<file path="config.mk">
export PLATFORM = sky130hd
export DESIGN_NAME = pbg_port
export DESIGN_NICKNAME = d
export VERILOG_FILES = /design/src/rtl/pbg_pkg.sv /design/src/rtl/pbg_sync.sv /design/src/rtl/pbg_change.sv /design/src/rtl/pbg_port.sv
export SDC_FILE = /design/constraint.sdc
export NUM_CORES = 1
export LEC_CHECK = 0
export BUFFER_PORTS_ARGS = -buffer_cell sky130_fd_sc_hd__buf_2
export CAP_MARGIN = 40
export CORE_ASPECT_RATIO = 0.5
export CORE_MARGIN = 10
export CORE_UTILIZATION = 48
export DETAILED_ROUTE_END_ITERATION = 8
export PLACE_DENSITY = 0.77
export SLEW_MARGIN = 20
export SYNTH_ARGS = -nofsm -noshare
export SYNTH_HDL_FRONTEND = slang
export SYNTH_SLANG_ARGS = --single-unit
export TNS_END_PERCENT = 10
</file>
<file path="constraint.sdc">
create_clock -name pclk -period 1.38 [get_ports pclk]
set_input_delay 0.069 -clock pclk [delete_from_list [all_inputs] [get_ports pclk]]
set_output_delay 0.069 -clock pclk [all_outputs]
set_load 0.02 [all_outputs]
</file>
<file path="src/rtl/pbg_pkg.sv">
`default_nettype none
package pbg_pkg;
  localparam int unsigned PBG_WIDTH = 8;
  localparam int unsigned PBG_CHG_LO = 4;
  localparam int unsigned PBG_CHG_N = 4;
  localparam int unsigned PBG_SEG_LO = 1;
  localparam int unsigned PBG_SEG_N = 4;
  localparam int unsigned PBG_EXT_N = 4;
  localparam int unsigned PBG_PROG_CLK_PIN = 6;
  localparam int unsigned PBG_PROG_DAT_PIN = 7;

  localparam logic [7:0] PBG_ADDR_PORT = 8'h00;
  localparam logic [7:0] PBG_ADDR_LATCH = 8'h04;
  localparam logic [7:0] PBG_ADDR_DIR = 8'h08;
  localparam logic [7:0] PBG_ADDR_MAIN = 8'h0C;
  localparam logic [7:0] PBG_ADDR_EDGES = 8'h10;
  localparam logic [7:0] PBG_ADDR_EXT = 8'h14;
  localparam logic [7:0] PBG_ADDR_SEG = 8'h18;
  localparam logic [7:0] PBG_ADDR_DEBUG = 8'h1C;
  localparam logic [7:0] PBG_ADDR_PORT_QUIET = 8'h20;

  localparam int unsigned PBG_FLAG_BIT = 0;
  localparam int unsigned PBG_ENABLE_BIT = 3;
  localparam int unsigned PBG_PRIO_BIT = 0;
  localparam int unsigned PBG_PULLUP_N_BIT = 7;
  localparam int unsigned PBG_DEBUG_EN_BIT = 0;

  localparam logic [7:0] PBG_RST_LATCH = 8'h00;
  localparam logic [7:0] PBG_RST_DIR = 8'hFF;
  localparam logic [7:0] PBG_RST_MAIN = 8'h00;
  localparam logic [7:0] PBG_RST_EDGES = 8'hFF;
  localparam logic [7:0] PBG_RST_EXT = 8'hC0;
  localparam logic [7:0] PBG_RST_SEG = 8'h00;
  localparam logic PBG_RST_DEBUG = 1'b0;
endpackage
`default_nettype wire

</file>
<file path="src/rtl/pbg_sync.sv">
`timescale 1ns/1ps
`default_nettype none
module pbg_sync #(
  parameter int unsigned W = 8
) (
  input wire logic pclk,
  input wire logic presetn,
  input wire logic [W-1:0] d,
  output logic [W-1:0] q
);
  logic [W-1:0] meta;

  always_ff @(posedge pclk or negedge presetn) begin
    if (!presetn) begin
      meta <= '0;
      q <= '0;
    end else begin
      meta <= d;
      q <= meta;
    end
  end
endmodule
`default_nettype wire

</file>
<file path="src/rtl/pbg_change.sv">
`timescale 1ns/1ps
`default_nettype none
module pbg_change #(
  parameter int unsigned N = 4
) (
  input wire logic pclk,
  input wire logic presetn,
  input wire logic [N-1:0] level,
  input wire logic [N-1:0] take_part,
  input wire logic refresh,
  output logic mismatch
);
  logic [N-1:0] snapshot;

  // copy of the levels seen at the last port access
  always_ff @(posedge pclk or negedge presetn) begin
    if (!presetn) begin
      snapshot <= '0;
    end else if (refresh) begin
      snapshot <= level;
    end
  end

  assign mismatch = |((level ^ snapshot) & take_part);
endmodule
`default_nettype wire

</file>
<file path="src/rtl/pbg_port.sv">
// Notes on behaviour
// - eight pins, each input or output
// - direction one: driver off, pin input
// - direction zero: latch drives the pin
// - latch register reads back latch, not pins
// - bit 7 cleared enables all pull-ups
// - output pins never get pull-up
// - pull-ups off after power-on reset
// - upper four input pins detect changes
// - compare inputs with last-read copy
// - ORed mismatches set flag bit 0
// - port change can wake the device
// - port access refreshes copy, quiet read excepted
// - persisting mismatch keeps setting the flag
// - segment enable removes digital output pins 1-4
// - pins 1-4 are segments 8-11
// - input pins 0-3 feed external interrupts
// - debug enable takes over pins 6, 7
//
// The implementer's own choices: the APB interface to the registers and the address map.
`timescale 1ns/1ps
`default_nettype none
module pbg_port
  import pbg_pkg::*;
(
  input wire logic pclk,
  input wire logic presetn,
  input wire logic psel,
  input wire logic penable,
  input wire logic pwrite,
  input wire logic [7:0] paddr,
  input wire logic [31:0] pwdata,
  output logic [31:0] prdata,
  output logic pready,
  output logic pslverr,
  input wire logic [PBG_WIDTH-1:0] pin_in,
  output logic [PBG_WIDTH-1:0] pin_out,
  output logic [PBG_WIDTH-1:0] pin_oe_n,
  output logic [PBG_WIDTH-1:0] pullup_en,
  output logic [PBG_SEG_N-1:0] lcd_seg_active,
  output logic [PBG_EXT_N-1:0] ext_irq_in,
  output logic prog_serial_clock,
  output logic prog_serial_data_in,
  input wire logic prog_data_drive,
  input wire logic prog_data_drive_en,
  output logic port_change_irq,
  output logic port_change_high_prio,
  output logic wake_req
);
  logic [PBG_WIDTH-1:0] port_output_latch;
  logic [PBG_WIDTH-1:0] port_direction;
  logic [7:0] interrupt_control_main;
  logic [7:0] interrupt_control_edges;
  logic [7:0] interrupt_control_ext;
  logic [7:0] lcd_segment_enable_low;
  logic in_circuit_debug;
  logic [PBG_WIDTH-1:0] pin_sync;
  logic mismatch;
  logic setup;
  logic acc;
  logic wr;
  logic port_touch;
  logic [PBG_WIDTH-1:0] seg_pin;
  logic [PBG_WIDTH-1:0] prog_pin;
  logic [PBG_CHG_N-1:0] take_part;
  logic [31:0] next_prdata;
  logic next_pslverr;
  logic [PBG_WIDTH-1:0] next_pin_out;
  logic [PBG_WIDTH-1:0] next_pin_oe_n;
  logic [PBG_WIDTH-1:0] next_pullup_en;
  logic next_flag;

  function automatic logic hit(input logic [7:0] a, input logic [7:0] off);
    return a == off;
  endfunction

  assign setup = psel && !penable;
  assign acc = psel && penable && pready;
  assign wr = acc && pwrite;

  // quiet alias leaves the copy alone
  assign port_touch = acc && hit(paddr, PBG_ADDR_PORT);

  pbg_sync #(
    .W(PBG_WIDTH)
  ) u_sync (
    .pclk(pclk),
    .presetn(presetn),
    .d(pin_in),
    .q(pin_sync)
  );

  // segment enables 8..11 sit in bits 3..0
  always_comb begin
    seg_pin = '0;
    seg_pin[PBG_SEG_LO +: PBG_SEG_N] = lcd_segment_enable_low[PBG_SEG_N-1:0];
  end

  always_comb begin
    prog_pin = '0;
    prog_pin[PBG_PROG_CLK_PIN] = in_circuit_debug;
    prog_pin[PBG_PROG_DAT_PIN] = in_circuit_debug;
  end

  // only upper input pins, not taken by debug
  assign take_part = port_direction[PBG_CHG_LO +: PBG_CHG_N]
    & ~prog_pin[PBG_CHG_LO +: PBG_CHG_N];

  pbg_change #(
    .N(PBG_CHG_N)
  ) u_change (
    .pclk(pclk),
    .presetn(presetn),
    .level(pin_sync[PBG_CHG_LO +: PBG_CHG_N]),
    .take_part(take_part),
    .refresh(port_touch),
    .mismatch(mismatch)
  );

  // latch written from either port or latch address
  always_ff @(posedge pclk or negedge presetn) begin
    if (!presetn) begin
      port_output_latch <= PBG_RST_LATCH;
    end else if (wr && (hit(paddr, PBG_ADDR_PORT) || hit(paddr, PBG_ADDR_LATCH))) begin
      port_output_latch <= pwdata[PBG_WIDTH-1:0];
    end
  end

  always_ff @(posedge pclk or negedge presetn) begin
    if (!presetn) begin
      port_direction <= PBG_RST_DIR;
    end else if (wr && hit(paddr, PBG_ADDR_DIR)) begin
      port_direction <= pwdata[PBG_WIDTH-1:0];
    end
  end

  always_ff @(posedge pclk or negedge presetn) begin
    if (!presetn) begin
      interrupt_control_edges <= PBG_RST_EDGES;
      interrupt_control_ext <= PBG_RST_EXT;
      lcd_segment_enable_low <= PBG_RST_SEG;
      in_circuit_debug <= PBG_RST_DEBUG;
    end else if (wr) begin
      if (hit(paddr, PBG_ADDR_EDGES)) begin
        interrupt_control_edges <= pwdata[7:0];
      end
      if (hit(paddr, PBG_ADDR_EXT)) begin
        interrupt_control_ext <= pwdata[7:0];
      end
      if (hit(paddr, PBG_ADDR_SEG)) begin
        lcd_segment_enable_low <= pwdata[7:0];
      end
      if (hit(paddr, PBG_ADDR_DEBUG)) begin
        in_circuit_debug <= pwdata[PBG_DEBUG_EN_BIT];
      end
    end
  end

  // mismatch sets the flag and beats a clear
  always_comb begin
    next_flag = interrupt_control_main[PBG_FLAG_BIT];
    if (wr && hit(paddr, PBG_ADDR_MAIN)) begin
      next_flag = pwdata[PBG_FLAG_BIT];
    end
    if (mismatch) begin
      next_flag = 1'b1;
    end
  end

  always_ff @(posedge pclk or negedge presetn) begin
    if (!presetn) begin
      interrupt_control_main <= PBG_RST_MAIN;
    end else begin
      if (wr && hit(paddr, PBG_ADDR_MAIN)) begin
        interrupt_control_main <= pwdata[7:0];
      end
      interrupt_control_main[PBG_FLAG_BIT] <= next_flag;
    end
  end

  // register read mux
  always_comb begin
    next_prdata = '0;
    next_pslverr = 1'b0;
    case (paddr)
      PBG_ADDR_PORT, PBG_ADDR_PORT_QUIET: next_prdata[PBG_WIDTH-1:0] = pin_sync;
      PBG_ADDR_LATCH: next_prdata[PBG_WIDTH-1:0] = port_output_latch;
      PBG_ADDR_DIR: next_prdata[PBG_WIDTH-1:0] = port_direction;
      PBG_ADDR_MAIN: next_prdata[7:0] = interrupt_control_main;
      PBG_ADDR_EDGES: next_prdata[7:0] = interrupt_control_edges;
      PBG_ADDR_EXT: next_prdata[7:0] = interrupt_control_ext;
      PBG_ADDR_SEG: next_prdata[7:0] = lcd_segment_enable_low;
      PBG_ADDR_DEBUG: next_prdata[PBG_DEBUG_EN_BIT] = in_circuit_debug;
      default: next_pslverr = 1'b1;
    endcase
  end

  // answer is prepared during setup, ready in the first access cycle
  always_ff @(posedge pclk or negedge presetn) begin
    if (!presetn) begin
      pready <= 1'b0;
      prdata <= '0;
      pslverr <= 1'b0;
    end else if (setup) begin
      pready <= 1'b1;
      prdata <= pwrite ? '0 : next_prdata;
      pslverr <= next_pslverr;
    end else begin
      pready <= 1'b0;
      pslverr <= 1'b0;
    end
  end

  // pin drivers
  always_comb begin
    for (int i = 0; i < PBG_WIDTH; i++) begin
      next_pin_oe_n[i] = port_direction[i];
      next_pin_out[i] = port_output_latch[i];
      next_pullup_en[i] = port_direction[i]
        && !interrupt_control_edges[PBG_PULLUP_N_BIT];
      if (seg_pin[i] || prog_pin[i]) begin
        next_pin_oe_n[i] = 1'b1;
        next_pin_out[i] = 1'b0;
        next_pullup_en[i] = 1'b0;
      end
    end
    // serial data line driven by debug logic
    if (in_circuit_debug) begin
      next_pin_oe_n[PBG_PROG_DAT_PIN] = !prog_data_drive_en;
      next_pin_out[PBG_PROG_DAT_PIN] = prog_data_drive;
    end
  end

  always_ff @(posedge pclk or negedge presetn) begin
    if (!presetn) begin
      pin_oe_n <= '1;
      pin_out <= '0;
      pullup_en <= '0;
      lcd_seg_active <= '0;
    end else begin
      pin_oe_n <= next_pin_oe_n;
      pin_out <= next_pin_out;
      pullup_en <= next_pullup_en;
      lcd_seg_active <= lcd_segment_enable_low[PBG_SEG_N-1:0];
    end
  end

  // side functions of the input pins
  always_ff @(posedge pclk or negedge presetn) begin
    if (!presetn) begin
      ext_irq_in <= '0;
      prog_serial_clock <= 1'b0;
      prog_serial_data_in <= 1'b0;
    end else begin
      ext_irq_in <= pin_sync[PBG_EXT_N-1:0] & port_direction[PBG_EXT_N-1:0];
      // clock and data inputs for debug
      prog_serial_clock <= in_circuit_debug && pin_sync[PBG_PROG_CLK_PIN];
      prog_serial_data_in <= in_circuit_debug && pin_sync[PBG_PROG_DAT_PIN];
    end
  end

  always_ff @(posedge pclk or negedge presetn) begin
    if (!presetn) begin
      port_change_irq <= 1'b0;
      port_change_high_prio <= 1'b0;
      wake_req <= 1'b0;
    end else begin
      // gated by enable, priority from its bit
      port_change_irq <= interrupt_control_main[PBG_FLAG_BIT]
        && interrupt_control_main[PBG_ENABLE_BIT];
      port_change_high_prio <= interrupt_control_edges[PBG_PRIO_BIT];
      // wake on a pending enabled change
      wake_req <= interrupt_control_main[PBG_FLAG_BIT]
        && interrupt_control_main[PBG_ENABLE_BIT];
    end
  end
endmodule
`default_nettype wire

</file>
==> impl_metrics.yaml <==
detailed_routing:
  viasPerCell: 5.44
  wl_per_cell_um: 20.3
  first_pass_iters: 5
  antenna_left: 0
  wl_mm: 13.9
  drc: 0
  drt_iter0_markers: 279
  vias: 3724
synth:
  async_flop_share_pct: 100
  synth_area_per_cell_um2: 13.0
  yosysSeqAreaShare_pct: 59.1
  synth_cell_types: 54
  synth-compound-area-share_pct: 7.06
  synth_top_area_cell: "dfrtp_1"
  synthFlopType: "dfrtp_1"
  syn-cell-area_um2: 4920
  yosysTopAreaCellShare_pct: 45.2
  yosysMostFrequentCell: "dfrtp_1"
  synth_xor_area_share_pct: 0.712
  yosys.area_share.simple_pct: 14.4
  synth_commonest_cells: "dfrtp_1 (89), mux2_2 (53), nand3_1 (29)"
  synth_adder_area_share_pct: 0
  synth_warnings: 0
  synth_edf_count: 0
  synth_top_family_by_area: "simple AND/OR/NAND/NOR gates"
  synthMuxAreaShare_pct: 12.8
  synth-seq-cells: 115
  syn_inst: 380
  synth_area_leaders: "dfrtp_1 (45%), dfstp_2 (14%), mux2_2 (12%)"
setup_path:
  crit_chain: "and4_1, and3_4, buf_6, mux2_2"
  crit_required_ns: 1.68
  r2r_cells: 4
  cp.depth: 4
  critPathLaunchType: "flop"
  path_buf_inv: 1
  max_stage_delay_ns: 0.41
  cp-end-kind: "flop"
  critPathTopFamily: "simple AND/OR/NAND/NOR gates"
  crit_arrival_ns: 1.82
  critPathMaxFanout: 5
  crit_path_top_delay_cell: "dfrtp_1"
  path_class: "reg -> reg"
global_route:
  overflow: 0
  grt_pass1_wl_mm: 21.8
  antenna_found_initial: 0
  grtUsageTotal_pct: 18.7
  met3_usage_pct: 6.96
  grt_max_degree: 45
  globalRouteMet2Util_pct: 29.9
  use_met1_pct: 23.1
  top_usage_layer: "met2"
  grt_pass1_vias: 3902
worst_hold_path:
  hold_class: "in -> reg"
  whs_path_depth: 2
pwr:
  peakVddDrop_uv: 929
  p_per_area_nw_per_um2: 1250
  p_total_mw: 8.38
  p_leak_nw: 3.35
die:
  ios: 126
  chipWidth_um: 163
  rows: 26
  die-area_um2: 15000
  start_util_pct: 48.7
  die_y_um: 91.6
  core_area_um2: 10100
cts:
  clkSlewWorstSetupHoldPaths_ns: 0.05
  cts_max_level: 4
  root_buffer: "clkbuf_16"
  cts_buffers: 17
  insertion_delay_ns: 0.41
  cts_tree: "done"
  cts.sinks: 115
  cts_buffer_depth: 2
final_layout:
  fin_nets: 587
  antenna_cells: 0
  fillers: 709
  layout-drive-gt1-share_pct: 48.3
  final_area_um2: 6700
  final_cells: 685
  synthToLayoutAreaGrowth_pct: 36.2
outcome:
  outcome: "complete, but fails checks"
  failed_checks: "setup timing"
sta:
  period_needed_ns: 1.52
  maxSlewHeadroom_pct: 53.1
  finalCritPeriodShare_pct: 110
  clock.fmax_mhz: 658
  setup_viol_count_final: 50
  rsz0062_at_grt: "true"
  worstMarginPinSlew_ns: 0.693
  slew_violations: 0
  timing.final.hold_violations: 0
  worst_slack_ns: -0.139
  tns_ns: -3.76
  finClkSkew_ns: 0.00665
place:
  place_congestion: 0.887
  portBuffers: 77
  place_area_um2: 5780
  place_inst: 633
  dp_hpwl_mm: 9.20
job:
  max-cap-violations: 0
-- power breakdown --
part           internal (mW)  leakage [nW]  switching [mW]
clock network           2.93         0.289            1.49
logic                  0.188          1.60           0.328
registers               3.42          1.46          0.0224
total                   6.54          3.35            1.84
-- flip-flops by register name, indices dropped and copies added, names as in the netlist, 4 cells and up --
name,count
interrupt_control_edges,8
interrupt_control_ext,8
interrupt_control_main,8
lcd_segment_enable_low,8
pin_oe_n,8
pin_out,8
port_direction,8
port_output_latch,8
prdata,8
pullup_en,8
u_sync.meta,8
u_sync.q,8
ext_irq_in,4
lcd_seg_active,4
u_change.snapshot,4
-- worst register-to-register path: stages, from the launching register on --
cell and delay [ns]:
dfrtp_1 0.41, and4_1 0.30, and3_4 0.22, buf_6 0.14, mux2_2 0.35
-- stage by stage --
step / utilization, % / setup slack (ns) / hold WS (ns)
final: 66.3 / -0.139 / 0.0141
after global routing: 66.3 / -0.167 / 0.00810
after CTS: 65.9 / -0.104 / 0.00261
after detailed placement: 57.2 / -0.341 / -0.0831
after global placement: 57.2 / -0.301 / -0.0872
after floorplan: - / -0.243 / -0.227
-- worst paths after layout --
| path | startpoint | end | slack (ns) |
|---|---|---|---|
| hold reg to reg | u_sync.meta[2]$_DFF_PN0_ | u_sync.q[2]$_DFF_PN0_ | 0.35 |
| max in group asynchronous | presetn | pin_oe_n[0]$_DFF_PN1_ | 0.80 |
| hold / removal | pwdata[5] | interrupt_control_edges[5]$_DFFE_PN1P_ | 0.01 |
| setup / recovery | pready$_DFF_PN0_ | interrupt_control_ext[2]$_DFFE_PN0P_ | -0.14 |
| min in group asynchronous | presetn | pullup_en[2]$_DFF_PN0_ | 0.04 |
| setup reg to reg | pready$_DFF_PN0_ | interrupt_control_ext[2]$_DFFE_PN0P_ | -0.14 |
-- final cells by class --
class	instances	area, um^2	share of cell area, %
tap	140	175	2.61
clock inverter	8	125	1.87
timing repair buffer	154	1080	16.1
inverter	4	15.0	0.224
multi-input combinational	240	1930	28.7
sequential	115	2910	43.4
clock buffer	24	472	7.04
-- placed cells by master, fill, tap and decap left out, types with 5 or more instances in the layout --
cell type | Yosys | layout
a21o_1 | 5 | 5
a22oi_1 | 6 | 6
a32oi_1 | 6 | 6
and2_1 | 9 | 9
buf_2 | 5 | 76
buf_4 | 25 | 51
buf_6 | 1 | 5
clkbuf_1 | 13 | 5
clkbuf_16 | 0 | 17
conb_1 | 1 | 24
dfrtp_1 | 89 | 89
dfstp_2 | 26 | 26
dlygate4sd3_1 | 0 | 18
mux2_2 | 53 | 38
mux2_4 | 0 | 15
nand2_1 | 7 | 7
nand3_1 | 29 | 28
nand3b_1 | 5 | 5
nand4_1 | 9 | 9
nor2b_1 | 9 | 9
nor3b_1 | 6 | 6
o211ai_1 | 7 | 7
o21a_1 | 5 | 5
or2_2 | 6 | 6
-- metal layers --
layer / up-vias / routed length, um
met4: 0 / 272
met3: 30 / 1300
met1: 1848 / 5650
met2: 209 / 6660
met5: - / 0
li1: 1637 / -
-- repair_timing --
item / CTS / global route
setup buffers: 1 / 1
gates resized for setup: 25 / 5
pin swaps: 5 / 1
endpoints found under the hold margin: 152 / 0
endpoints found under the setup margin: 47 / 50
hold buffers: 18 / 0
-- kinds of logic (layout without fill, tap and decap cells) --
kind of cell,Yosys count,after routing
other,1,24
buffers and inverters,48,190
DFF,115,115
AOI/OAI and AO/OA,47,47
xor gates and xnor gates,4,4
muxes,55,55
and+or+nand+nor,110,110
No activity file was read; power rests on OpenSTA's default activity.
